--- config.mk ---
export PLATFORM = sky130hd
export DESIGN_NAME = clock_reset_mode_select
export DESIGN_NICKNAME = d
export VERILOG_FILES = /design/src/rtl/clk_rst_mode_pkg.sv /design/src/rtl/sync_2ff.sv /design/src/rtl/clock_reset_mode_select.sv
export SDC_FILE = /design/constraint.sdc
export NUM_CORES = 1
export LEC_CHECK = 0
export ABC_AREA = 1
export BUFFER_PORTS_ARGS = -buffer_cell sky130_fd_sc_hd__buf_2
export CAP_MARGIN = 20
export CORE_UTILIZATION = 40
export CTS_BUF_LIST = sky130_fd_sc_hd__clkbuf_4
export CTS_CLUSTER_DIAMETER = 120
export DETAILED_ROUTE_END_ITERATION = 6
export PLACE_DENSITY = 0.66
export REMOVE_ABC_BUFFERS = 1
export SYNTH_ARGS = -nofsm -noshare
export SYNTH_HDL_FRONTEND = slang
export SYNTH_SLANG_ARGS = --single-unit
--- constraint.sdc ---
create_clock -name core_clk -period 1.5 [get_ports core_clk]
set_clock_uncertainty 0.1 [all_clocks]
set_input_delay 0.225 -clock core_clk [delete_from_list [all_inputs] [get_ports core_clk]]
set_output_delay 0.225 -clock core_clk [all_outputs]
set_load 0.02 [all_outputs]
--- src/rtl/clk_rst_mode_pkg.sv ---
// constants and types shared by the clock, reset and mode selection logic
`default_nettype none
package clk_rst_mode_pkg;
    // -------------------------------------------------------------------
    // timing counts, in core_clk cycles
    // -------------------------------------------------------------------
    localparam int unsigned CLK_DIVIDE = 2;
    localparam int unsigned RST_OUT_DELAY = 2;
    localparam int unsigned FETCH_DELAY = 7;
    localparam int unsigned STRAP_DELAY = 4;
    localparam int unsigned TEST_RESAMPLE = 5;
    localparam int unsigned MIN_RESET_CLOCKS = 5;
    localparam logic [3:0] CNT_ZERO = 4'h0;

    // -------------------------------------------------------------------
    // values after reset
    // -------------------------------------------------------------------
    localparam logic SYSCLK_RESET = 1'b0;
    localparam logic MODE_RESET = 1'b0;

    typedef enum logic [0:0] {
        MODE_COMPATIBLE = 1'b0,
        MODE_ENHANCED = 1'b1
    } op_mode_t;

    typedef enum logic [2:0] {
        ST_RESET = 3'b000,
        ST_RELEASE = 3'b001,
        ST_STRAP = 3'b010,
        ST_RUN = 3'b011,
        ST_WAIT_TEST = 3'b100
    } seq_state_t;
endpackage
`default_nettype wire

--- src/rtl/sync_2ff.sv ---
// two flip-flop synchroniser for asynchronous level inputs
`default_nettype none
module sync_2ff #(
    parameter int unsigned WIDTH = 1,
    parameter logic [WIDTH-1:0] INIT = '0
) (
    input wire logic core_clk,
    input wire logic rst_b,
    input wire logic [WIDTH-1:0] async_in,
    output logic [WIDTH-1:0] sync_out
);
    logic [WIDTH-1:0] meta_q;

    always_ff @(posedge core_clk) begin
        if (!rst_b) begin
            meta_q <= INIT;
            sync_out <= INIT;
        end else begin
            meta_q <= async_in;
            sync_out <= meta_q;
        end
    end
endmodule
`default_nettype wire

--- src/rtl/clock_reset_mode_select.sv ---
// clock divider, reset synchroniser, strap mode select and wait-for-test gate
`default_nettype none
module clock_reset_mode_select
    import clk_rst_mode_pkg::*;
(
    input wire logic core_clk,
    input wire logic rst_b,
    input wire logic reset_input_n,
    input wire logic test_busy_in,
    input wire logic test_busy_pullup,
    input wire logic wait_start,
    input wire logic int_pending,
    input wire logic int_enabled,
    input wire logic fpu_cmd_req,
    output logic system_clock_out,
    output logic reset_out,
    output logic fetch_enable,
    output clk_rst_mode_pkg::op_mode_t op_mode,
    output logic core_suspended,
    output logic int_service,
    output logic fpu_cmd_ready,
    output logic core_clear
);
    import clk_rst_mode_pkg::*;

    // -------------------------------------------------------------------
    // input synchronisers
    // -------------------------------------------------------------------
    logic res_sync;
    logic strap_raw;
    logic strap_sync;

    // undriven pin reads high via pull-up
    // pull-up ORed in, reads high even if the pin is driven low
    // pin only ever read, never driven here
    assign strap_raw = test_busy_in | test_busy_pullup;

    sync_2ff #(
        .WIDTH(2),
        .INIT(2'b00)
    ) u_sync (
        .core_clk(core_clk),
        .rst_b(rst_b),
        .async_in({reset_input_n, strap_raw}),
        .sync_out({res_sync, strap_sync})
    );

    // -------------------------------------------------------------------
    // clock divider
    // -------------------------------------------------------------------
    logic sysclk_q;

    // divide by two, equal halves, runs through reset_input_n reset, held low while rst_b is low
    always_ff @(posedge core_clk) begin
        if (!rst_b) begin
            sysclk_q <= SYSCLK_RESET;
        end else begin
            sysclk_q <= ~sysclk_q;
        end
    end
    assign system_clock_out = sysclk_q;

    // -------------------------------------------------------------------
    // reset sequencing and strap sampling
    // -------------------------------------------------------------------
    seq_state_t state_q;
    logic [3:0] cnt_q;
    logic strap_first_q;
    op_mode_t mode_q;
    logic rst_out_q;
    logic [3:0] rst_cnt_q;

    always_ff @(posedge core_clk) begin
        if (!rst_b || !res_sync) begin
            rst_out_q <= 1'b1;
            rst_cnt_q <= CNT_ZERO;
        end else if (rst_cnt_q < 4'(RST_OUT_DELAY - 1)) begin
            rst_cnt_q <= rst_cnt_q + 4'h1;
        end else begin
            rst_out_q <= 1'b0;
        end
    end
    assign reset_out = rst_out_q;

    // dormant in reset, fetch delay, mode strap
    always_ff @(posedge core_clk) begin
        if (!rst_b || !res_sync) begin
            state_q <= ST_RESET;
            cnt_q <= CNT_ZERO;
        end else begin
            unique case (state_q)
                ST_RESET: begin
                    state_q <= ST_RELEASE;
                    cnt_q <= 4'h1;
                end
                ST_RELEASE: begin
                    cnt_q <= cnt_q + 4'h1;
                    if (cnt_q == 4'(STRAP_DELAY)) begin
                        state_q <= ST_STRAP;
                    end
                end
                ST_STRAP: begin
                    cnt_q <= cnt_q + 4'h1;
                    if (cnt_q == 4'(FETCH_DELAY - 1)) begin
                        state_q <= ST_RUN;
                    end
                end
                ST_RUN: begin
                    if (wait_start && mode_q == MODE_COMPATIBLE && strap_sync) begin
                        state_q <= ST_WAIT_TEST;
                        cnt_q <= CNT_ZERO;
                    end
                end
                ST_WAIT_TEST: begin
                    if (cnt_q == 4'(TEST_RESAMPLE - 1)) begin
                        cnt_q <= CNT_ZERO;
                        if (!strap_sync) begin
                            state_q <= ST_RUN;
                        end
                    end else begin
                        cnt_q <= cnt_q + 4'h1;
                    end
                end
                default: begin
                    state_q <= ST_RESET;
                end
            endcase
        end
    end

    // first sample at release, reset output high there
    always_ff @(posedge core_clk) begin
        if (!rst_b) begin
            strap_first_q <= 1'b0;
        end else if (state_q == ST_RESET) begin
            strap_first_q <= strap_sync;
        end
    end

    always_ff @(posedge core_clk) begin
        if (!rst_b || !res_sync) begin
            mode_q <= op_mode_t'(MODE_RESET);
        end else if (state_q == ST_RELEASE && cnt_q == 4'(STRAP_DELAY)) begin
            mode_q <= (strap_first_q && !strap_sync) ? MODE_ENHANCED : MODE_COMPATIBLE;
        end
    end
    assign op_mode = mode_q;

    // -------------------------------------------------------------------
    // outputs to the core
    // -------------------------------------------------------------------
    // clear and hold core while reset active
    assign core_clear = (state_q == ST_RESET);
    assign fetch_enable = (state_q == ST_RUN);
    assign core_suspended = (state_q == ST_WAIT_TEST);
    assign int_service = core_suspended && int_enabled && int_pending;
    assign fpu_cmd_ready = (mode_q == MODE_ENHANCED) && fpu_cmd_req && !strap_sync
        && (state_q == ST_RUN);

    // -------------------------------------------------------------------
    // checks
    // -------------------------------------------------------------------
    logic [3:0] low_cnt_q;
    always_ff @(posedge core_clk) begin
        if (!rst_b || res_sync) begin
            low_cnt_q <= CNT_ZERO;
        end else if (low_cnt_q != 4'hf) begin
            low_cnt_q <= low_cnt_q + 4'h1;
        end
    end
endmodule
`default_nettype wire

# --- After elaboration in Yosys (flattened, before gate mapping) ---
# Cells that the tools add are included.
word_totals:
  regBits: 19
  in_bits: 9
  word_cells: 54
classes:
  add_sub_neg: 2
  n_lt_le_gt_ge: 1
  n_eq_ne: 11
  mux: 10
  n_bitwise: 3
  n_reduce_logical: 18
ops:
  columns: ["cell", "n"]
  rows:
  - ["$pmux W4 S4", 1]
  - ["$mux W3", 5]
  - ["$pmux W3 S5", 1]
  - ["$logic_and A1 B1 Y1", 9]
  - ["$add A4 B1 Y4 const B", 2]
  - ["$eq A4 B3 Y1 const B", 2]
  - ["$mux W4", 2]
  - ["$eq A3 B2 Y1 const B", 2]
  - ["$ne A2 B2 Y1 const B", 3]
  - ["$reduce_and A5 Y1", 1]
  - ["$lt A4 B1 Y1 const B", 1]
  - ["$ne A2 B1 Y1 const B", 2]
  - ["$reduce_bool A4 Y1", 1]
  - ["$eq A3 B1 Y1 const B", 1]
  - ["$eq A3 B3 Y1 const B", 1]
  - ["$logic_not A1 Y1", 3]
  - ["$logic_not A3 Y1", 1]
  - ["$not A1 Y1", 2]
  - ["$reduce_and A2 Y1", 1]
  - ["$reduce_or A2 Y1", 1]
  - ["$logic_or A1 B1 Y1", 1]
  - ["$mux W1", 1]
  - ["$or A1 B1 Y1", 1]

# --- Depth between registers and ports, before layout ---
# Gate-level depths: netlist of run 1.
logic_depth:
  word_depth: 5
  depth_mapped: 9
  ltp_nobuf: 9

# --- Modules after synthesis ---
# Synthesis of run 1 repeated with hierarchy kept, for this count alone.
unflattened:
  cells_unflattened: 127
  area_unflattened_um2: 965.9
modules_own_cells:
  columns: ["mod", "instances", "cells_per_inst", "area_per_inst_um2", "seq_area_each_um2"]
  rows:
  - ["clock_reset_mode_select", 1, 115, 855.8, 300.3]
  - ["sync_2ff", 1, 12, 110.1, 80.1]

# --- Worst setup path before layout of run 1 ---
# OpenSTA, ideal clock, no wires.
synth_path:
  path_type: "reg-to-output"
  startpoint: "reg state_q[1]"
  endpoint: "out fpu_cmd_ready"
  t_arrival_ns: 1.023
  slack_ns: 0.152
  stages_incl_launch_ff: 5
  path_buffers: 0
  path_cell_list: "dfxtp_1 > nand2_2 > nor2_4 > inv_1 > nor2_1"
synth_between:
  elab_chain_len: 2
synth_lines:
  columns: ["element", "line_no", "rtl"]
  rows:
  - ["start, declared", "clock_reset_mode_select.sv:66", "seq_state_t state_q;"]
  - ["start signal, assigned", "clock_reset_mode_select.sv:88", "state_q <= ST_RESET;"]
  - ["start signal, assigned", "clock_reset_mode_select.sv:93", "state_q <= ST_RELEASE;"]
  - ["start signal, assigned", "clock_reset_mode_select.sv:99", "state_q <= ST_STRAP;"]
  - ["$eq A3 B2 Y1", null, null]
  - ["named net fetch_enable", "clock_reset_mode_select.sv:17", "output logic fetch_enable,"]
  - ["$logic_and A1 B1 Y1", "clock_reset_mode_select.sv:158", "&& (state_q == ST_RUN);"]
  - ["end, declared", "clock_reset_mode_select.sv:21", "output logic fpu_cmd_ready,"]
# The timed path passes the listed nets, and every way through them passes these cells.

# --- Worst setup path in the final report of run 1 ---
layout_path:
  startpoint: "reg state_q[0]"
  endpoint: "out core_clear"
layout_between:
  elab_chain_len: 1
layout_lines:
  columns: ["element", "line_no", "rtl"]
  rows:
  - ["$logic_not A3 Y1", "clock_reset_mode_select.sv:153", "assign core_clear = (state_q == ST_RESET);"]
  - ["end, declared", "clock_reset_mode_select.sv:22", "output logic core_clear"]
# Every way passes these cells.

==> results, run 1 <==
- The run finished, with violations left.
- The final reports fail on setup timing.
- In this run the tool buffered the top-level ports with 16 buffer cells.
- The launch point of the worst hold path is test_busy_in.
- The setup slack on the worst flop-to-flop path is approximately 0.07 ns.
- The xor and xnor fraction of the mapped netlist area is 0.009272.
- The kind of cell adding the most delay to the critical path is flip-flops.
- The headroom to the max-slew limit is 0.8143.
- The share of total power dissipated in sequential elements is 0.608.
- At the worst endpoint, the arrival time is roughly 1.2 ns.
- The highest clock frequency the design can meet is 0.6518 GHz.
- In this run the number of H-tree levels came out at 1.
- Ranked by total cell area, the synthesized netlist is headed by dfxtp_1 (40%), nor2_1 (11%), nand2_1 (8.3%), inv_1 (7.9%), nand3_1 (7.4%).
- The worst register-to-register path ends at state_q[2]$_SDFFE_PP0P_.
- The async set or reset register ratio after synthesis is 0.
- The maximum clock path buffer count is 2.
- Dividing the final minimum period by the clock period gives 1.023.
- In this run the critical register-to-register path is launched from cnt_q[0]$_SDFFE_PP0P_.
- The clock share of power is 0.316.
- The number of antenna violations at the first check in global routing was 0.
- The internal power component is 0.6612 mW.
- At the end of routability-driven placement, the weighted congestion stood at 0.8363.
- Detailed placement ended at an HPWL of 1303 um.
- Measured along the x axis, the die boundary spans 50.60 um.
- The floorplan row count is 17.
- The share of the Yosys chip area taken by registers is 0.4026.
- By area, the combinational part of the netlist is dominated by simple AND/OR/NAND/NOR gates.
- The launching element type of the critical path is a flop.
- The type of the setup path with the least slack is flop to output pin.
- Setup violations remaining at the end of the flow were counted as 1.
- The top-area cell type share of the netlist area is 0.4026.
- The post-synth design cell area is roughly 940 um^2.
- Clock tree synthesis inserted a total of 3 buffers.
- The flop and latch count out of synthesis is 19.
- The dominant synthesized flop cell is dfxtp_1.
- The area of the core is 2212 um^2.
- The die covers roughly 2600 um^2.
- The least setup slack across all paths after layout is -0.03425 ns.
- The number of endpoints with negative hold slack in the final report is 0.
- The detailed-route wire length is 1850 um.
- The worst-path maximum fanout is 5.
- Before antenna repair, the detailed router went through 4 iterations.
- The post-detailed-route count of antenna-violating nets is 0.
- The count of pins on the block boundary is 17.
- The worst setup path is captured at an output pin.
- The hold-critical path depth is 3.
- The library cell with the largest summed area after synthesis is dfxtp_1.
- The remaining routing DRC violations is 0.
- In this design, the stage delay of the slowest critical-path cell is 0.38 ns.
- The tree is rooted in a clkbuf_4.
- The slew of the pin with the lowest slew margin is 0.2782 ns.
- By count the netlist is led by nor2_1 (27), nand2_1 (21), inv_1 (20).
- The logic depth of the worst setup path including buffers is 4.
- The vertical die dimension is 50.60 um.
- The share of the core filled with cells is 0.5413.
- The maximum number of pins on one net before global-route repair is 11.
- The share of final-layout standard cells stronger than drive strength 1 is 0.3270.
- Final hold analysis gives a worst-case slack of 0.03449 ns.
- For the worst-skew pair, the clock arrives at the later sink with an insertion delay of 0.29 ns.
- The analysis attributes to cell leakage a power of roughly 0.6 nW.
- The final number of max-transition violations came to 0.
- The wire length of the first global-routing pass is 3015 um.
- The clock transition at the registers of the reported paths is 0.10 ns.
- The antenna diode count is 0.
- The number of buffers and inverters on the critical path is 2.
- The CTS tree is yes.
- The minimum setup slack after placement is between 0.06 and 0.07 ns.
- The worst-case vdd ir drop is ~0.57 mV.
- The count of warnings emitted by yosys is 0.
- Power spread over the standard cell area amounts to 713.5 nW/um^2.
- The worst endpoint required time is 1.17 ns.
- The area growth from synthesis to final layout is 26.76%.
- The count of flip-flops with a built-in enable after synthesis is 0.
- The layout net count is 174.
- The count of cell types in the netlist is 19.
- The share of synthesized cell area in and, or, nand and nor gates is 0.3576.
- The residual overflow from global routing is 0.
- Dividing the detail-routed wire length by the instance count gives ~9.9 um.
- The via count of the first global-routing pass is 762.
- The area fraction in compound gates after synthesis is 0.06887.
- The path with the worst hold slack has its endpoint at u_sync.meta_q[0]$_SDFF_PN0_.
- Setup repair after global routing could not meet its margin everywhere.
- The starting utilization of the core area is 0.4270.
- Using the TritonRoute via totals, the vias-per-cell ratio works out to 4.631.
- In this run the power spent charging and discharging nets is 0.1932 mW.
- The tightest min-delay check is of the input pin to flop type.
- The master of the slowest instance on the critical path is dfxtp_4.
- The number of cells on the worst reg-to-reg path is 9.
- A synthesized cell averages 7.103 um^2.
- The proportion of power drawn by combinational gates is 0.076.
- Clock tree synthesis found a total of 19 sinks.
- The signal on the critical path passes through inv_4 > nand2_4 > nor2_1 > buf_2.
- The total routing resource utilization after global routing is 0.1574.
- By instance count, the leading cell after synthesis is nor2_1.
- The DRC violation total after the first TritonRoute iteration is 10.
- The max-capacitance violation count is 0.
- The post-synthesis instance total is 133.
- The arithmetic-cell share of the synthesized area counting full adders, half adders and majority gates is 0.06623.
- The routed layout has 866 vias.
- Counting I/O delays and the setup requirement, the final critical path takes 1.534 ns.
- Of the total power, the share spent switching nets is 0.2261.
- The portion of synthesized area spent on multiplexers is 0.
-- power by group through the flow --
| stage | Sequential (mW) | Combinational, mW | Clock (mW) |
|---|---|---|---|
| after floorplan | 0.536 | 0.0336 | 0 |
| after global placement | 0.535 | 0.0553 | 0 |
| after detailed placement | 0.535 | 0.0571 | 0 |
| after CTS | 0.519 | 0.0602 | 0.278 |
| after global routing | 0.521 | 0.0729 | 0.308 |
| final | 0.519 | 0.0653 | 0.270 |
-- stage by stage --
step / instance area (um^2) / cells / total power, mW / setup TNS (ns)
after floorplan: 937.1 / 132 / 0.5701 / 0
after global placement: 1060 / 177 / 0.5900 / 0
after detailed placement: 1060 / 177 / 0.5921 / 0
after CTS: 1151 / 185 / 0.8578 / -0.04428
after global routing: 1197 / 187 / 0.9018 / -0.3218
final: 1197 / 187 / 0.8544 / -0.03425
-- kinds of logic (layout without fill, tap and decap cells) --
kind of cell	Yosys count	after routing
adders and majority gates	5	5
and+or+nand+nor	73	73
buffers and inverters	23	49
xor gates and xnor gates	1	1
AOI/OAI and AO/OA	12	12
DFF	19	19
-- sequential cells by signal (all words and copies together), names as in the netlist, 2 cells and up --
register,cells
u_sync.meta_q,2
u_sync.sync_out,2
state_q,3
rst_cnt_q,4
cnt_q,4
-- worst min-delay path: stages --
cell and delay, ns:
buf_2 0.07, nor2_1 0.03, nor2_1 0.06
-- final cells by class --
type / count / area (um^2)
fill: 223 / 1015
tap: 28 / 35.03
sequential: 19 / 394.1
clock buffer: 4 / 30.03
inverter: 22 / 85.08
multi-input combinational: 91 / 505.5
timing repair buffer: 23 / 147.6
-- cell usage in the layout (no fill, tap or decap) --
master and instances:
nor2_4 4, inv_1 17, inv_2 4, nand2_1 20
nand3_1 13, clkbuf_4 4, nand2_2 5, a21oi_1 5
dfxtp_1 14, ha_1 5, and3_4 1, dfxtp_2 2
nor2_2 1, xor2_1 1, a21oi_2 1, buf_4 6
o21ai_0 5, nand3_2 1, and2_4 1, dfxtp_4 3
nand2_4 2, a31oi_1 1, dlygate4sd3_1 1, buf_2 14
nor2_1 25, inv_4 1, buf_6 2
-- what timing repair did --
| item | CTS | global route |
|---|---|---|
| resized for setup | 15 | 9 |
| hold buffers | 0 | 1 |
| hold endpoints to repair | 0 | 1 |
| pin swaps | 3 | 4 |
| endpoints found under the setup margin | 4 | 7 |
| buffers inserted | 4 | 1 |
| cloned | 0 | 0 |
-- layer usage --
layer	up-vias	share of wire	track usage
met5	-	0	0
met4	0	0.011	0.08796
met3	4	0.035	0.03636
met2	23	0.48	0.2556
met1	380	0.47	0.1893
li1	459	-	-
-- how the worst max path moves through the flow --
stage,start,endpoint,slack [ns]
6_report,state_q[0]$_SDFFE_PP0P_,core_clear,-0.03
5_1_grt,state_q[2]$_SDFFE_PP0P_,fpu_cmd_ready,-0.07
4_1_cts,state_q[0]$_SDFFE_PP0P_,core_clear,-0.02
3_5_place_dp,cnt_q[0]$_SDFFE_PP0P_,state_q[0]$_SDFFE_PP0P_,0.06
3_3_place_gp,cnt_q[0]$_SDFFE_PP0P_,state_q[0]$_SDFFE_PP0P_,0.11
2_1_floorplan,state_q[2]$_SDFFE_PP0P_,int_service,0.11
Note: power is estimated with default switching activity, not from simulation.
==> inputs of run 2 (changes only) <==
- SYNTH_HIERARCHICAL: not set -> 1
==> run 2 against run 1 <==
Against the previous run:
- the flow still finishes with violations (setup timing)
- clock-buffer cell count decreased by 1
- sequential power is essentially flat
- die area is 2.2% higher
- largest power group unchanged
- total power shrank 1.5%
- area after synthesis is 2.3% higher
- core utilization is 1.6 points higher
- clock power decreased by 6%
- final cell count decreased by 0.53%
- final area up 5.0%
- register-to-register slack improved by 0.02 ns
- global-route usage rose by 2.0 points
==> results, run 2 <==
- Result of the run: finished with violations (unchanged).
- Violated checks: setup timing (unchanged).
- RSZ-0062 raised after global routing: true (unchanged).
- The highest clock frequency the design can meet is 0.6551 GHz (was 0.6518 GHz).
- The least setup slack across all paths after layout was -0.02659 ns (was -0.03425 ns).
- The average detailed-routed wire length per instance is 10.77 um (was 9.893 um).
- The worst-path maximum fanout is 3 (was 5).
- The count of flip-flops with a built-in enable after synthesis was 0 (unchanged).
- The async set or reset register ratio after synthesis came to 0 (unchanged).
- The post-placement cell area is 1092 um^2 (was 1060 um^2).
- The layout net count is 173 (was 174).
- The routed via count divided by cell count is 4.909 (was 4.631).
- The maximum clock path buffer count is 2 (unchanged).
- The mean post-synth cell area is 7.606 um^2 (was 7.103 um^2).
- The post-synth design cell area came to 965.9 um^2 (was 944.7 um^2).
- The area of the core is 2255 um^2 (was 2212 um^2).
- The residual overflow from global routing is 0 (unchanged).
- The count of pins on the block boundary is 17 (unchanged).
- The worst-case vdd ir drop came to 0.4199 mV (was 0.5674 mV).
- Largest registers: cnt_q: 4 flops, rst_cnt_q: 4 flops, state_q: 3 flops (unchanged).
- The iteration count of the initial detailed-routing pass is 4 (unchanged).
- The maximum cell stage delay along the critical path is 0.38 ns (about the same).
- The slew of the pin with the lowest slew margin is 0.2514 ns (was 0.2782 ns).
- The cell leakage power is 0.6077 nW (was 0.5830 nW).
- The hold-critical path depth is 4 (was 3).
- The half-perimeter wire length after detailed placement was 1386 um (was 1303 um).
- The clock transition at the registers of the reported paths is 0.11 ns (was 0.10 ns).
- The width of the die is 51.14 um (was 50.60 um).
- The type of the setup path with the least slack was flop to output pin (unchanged).
- The most used routing layer in global routing was met2 (unchanged).
- The detailed-route wire length came to 2004 um (was 1850 um).
- The flop and latch count out of synthesis is 19 (unchanged).
- The global routing usage on met2 is 0.3158 (was 0.2556).
- The starting utilization of the core area came to 0.4284 (was 0.4270).
- The global placement routability congestion is 0.8632 (was 0.8363).
- The top-area cell type share of the netlist area was 0.3938 (was 0.4026).
- The headroom to the max-slew limit came to 0.8322 (was 0.8143).
- The vertical die dimension is 51.14 um (was 50.60 um).
- The number of levels in the clock H-tree is 1 (unchanged).
- The minimum setup slack after placement is 0.07792 ns (was 0.06032 ns).
- The post-synthesis instance total is 127 (was 133).
- The endpoint type of the worst setup path is an output pin (unchanged).
- The final design area excluding fillers is 1257 um^2 (was 1197 um^2).
- The maximum number of pins on one net before global-route repair is 12 (was 11).
- The number of cells on the worst reg-to-reg path came to 7 (was 9).
- The overall via count from detail_route is 913 (was 866).
- The portion of the clock cycle consumed by the worst path in the final layout is 1.018 (was 1.023).
- The global-route track usage on met1 came to 0.2044 (was 0.1893).
- The count of warnings emitted by yosys is 6 (was 0).
- Most common library cells after synthesis: inv_1 (20), nand2_1 (20), dfxtp_1 (19) (was nor2_1 (27), nand2_1 (21), inv_1 (20)).
- The most common cell after layout, fill and taps aside is inv_1 (was nor2_1).
- The remaining routing DRC violations is 0 (unchanged).
- The wire length of the first global-routing pass came to 3470 um (was 3015 um).
- The total clock buffers created by CTS came to 3 (unchanged).
- The power density over the cells is 669.4 nW/um^2 (was 713.5 nW/um^2).
- The number of antenna violations at the first check in global routing was 0 (unchanged).
- The max-capacitance violation count is 0 (unchanged).
- The logic depth of the worst setup path including buffers came to 6 (was 4).
- The cell with the most instances on the worst path is nor2_4.
- The CTS tree is yes (unchanged).
- The final count of negative-setup-slack endpoints came to 1 (unchanged).
- The count of port buffers added during placement came to 16 (unchanged).
- The share of the yosys chip area belonging to registers is 0.3938 (was 0.4026).
- The area growth from synthesis to final layout is 30.18% (was 26.76%).
- The floorplan row count came to 17 (unchanged).
- The number of clock sinks is 19 (unchanged).
- The final number of max-transition violations is 0 (unchanged).
- The worst hold-check slack came to 0.08970 ns (was 0.03449 ns).
- The count of cell types in the netlist was 26 (was 19).
- The dominant synthesized flop cell is dfxtp_1 (unchanged).
- The kind of cell adding the most delay to the critical path was flip-flops (unchanged).
- The post-layout minimum cycle time was 1.527 ns (was 1.534 ns).
- The via count of the first global-routing pass is 848 (was 762).
- The worst endpoint required time is 1.17 ns (about the same).
- The number of endpoints with negative hold slack in the final report is 0 (unchanged).
- The share of final-layout standard cells stronger than drive strength 1 is 0.3608 (was 0.3270).
- The met3 global-route usage came to 0.02083 (was 0.03636).
- Top library cells by usage in the layout, fill and taps aside: inv_1 (20), nand2_1 (19), nor2_1 (15) (was nor2_1 (25), nand2_1 (20), inv_1 (17)).
- The root buffer selected by CTS is clkbuf_4 (unchanged).
- The number of buffers and inverters on the critical path is 3 (was 2).
- Critical path, cell by cell: nor2_4 > inv_2 > nor2_4 > inv_1 > nor2_1 > buf_4 (was inv_4 > nand2_4 > nor2_1 > buf_2).
- The data arrival time of the critical path was 1.20 ns (was 1.21 ns).
- The setup total negative slack is -0.02659 ns (was -0.03425 ns).
- The antenna diode count is 0 (unchanged).
- The class of the tightest hold or removal check was input pin to flop (unchanged).
- The DRC violation total after the first TritonRoute iteration is 23 (was 10).
- Top area cells in the synthesized netlist: dfxtp_1 (39%), inv_1 (7.8%), nand2_1 (7.8%), ha_1 (6.5%), nor2_1 (6.2%) (was dfxtp_1 (40%), nor2_1 (11%), nand2_1 (8.3%), inv_1 (7.9%), nand3_1 (7.4%)).
- The library cell with the largest summed area after synthesis is dfxtp_1 (unchanged).
- The master of the slowest instance on the critical path is dfxtp_4 (unchanged).
- The launching element type of the critical path was a flop (unchanged).
- The clock latency on the worst-skew pair came to 0.29 ns (about the same).
- The die area is 2615 um^2 (was 2560 um^2).
- The post-detailed-route count of antenna-violating nets was 0 (unchanged).
- The total routing resource utilization after global routing is 0.1777 (was 0.1574).
==> run 2: path summary, 6_finish.rpt <==
check / start / end / slack [ns]
max reg2reg: cnt_q[1]$_SDFFE_PP0P_ / state_q[2]$_SDFFE_PP0P_ / 0.09
min: test_busy_in / u_sync/meta_q[0]$_SDFF_PN0_ / 0.09
min reg2reg: u_sync/meta_q[0]$_SDFF_PN0_ / u_sync/sync_out[0]$_SDFF_PN0_ / 0.31
max: state_q[0]$_SDFFE_PP0P_ / int_service / -0.03
==> run 2: repair_timing <==
item	4_1_cts	5_1_grt
hold endpoints to repair	1	0
buffers inserted	5	3
resized for setup	12	8
hold buffers	1	0
pin swaps	3	4
endpoints found under the setup margin	5	6
==> run 2: layout make-up <==
class,count,area [um^2]
multi-input cells,84,525.5
repair buffers,28,186.4
inverters,23,91.34
clock inverters,1,5.005
fillers,224,997.2
well taps,28,35.03
flip-flops and latches,19,391.6
clock buffers,3,22.52
==> run 2: metrics by stage <==
step	cells	util	power, mW
2_1_floorplan	126	-	0.5684
3_3_place_gp	173	0.4845	0.5905
3_5_place_dp	173	0.4845	0.5933
4_1_cts	183	0.5322	0.8537
5_1_grt	186	0.5577	0.8930
6_report	186	0.5577	0.8417
==> run 2: cell families after synthesis <==
logic type	share of synthesized area
compound gates	0.1321
buf+inv	0.1036
xor+xnor	0.009069
simple gates	0.2966
flops	0.3938
fa+ha+maj	0.06477
==> run 2: tightest hold or removal path, stage by stage <==
cell	delay (ns)
buf_2	0.07
or2_2	0.09
nand2_1	0.04
inv_1	0.04
==> run 2: power by group <==
part	internal [mW]	total, mW	switching (mW)	leakage (nW)
clock network	0.0991	0.253	0.154	0.0177
registers	0.513	0.522	0.00874	0.158
logic	0.0302	0.0664	0.0362	0.432
==> run 2: routing by layer <==
layer,part of all wire,up-vias
li1,-,459
met1,0.42,421
met2,0.50,27
met3,0.050,6
met4,0.026,0
met5,0,-
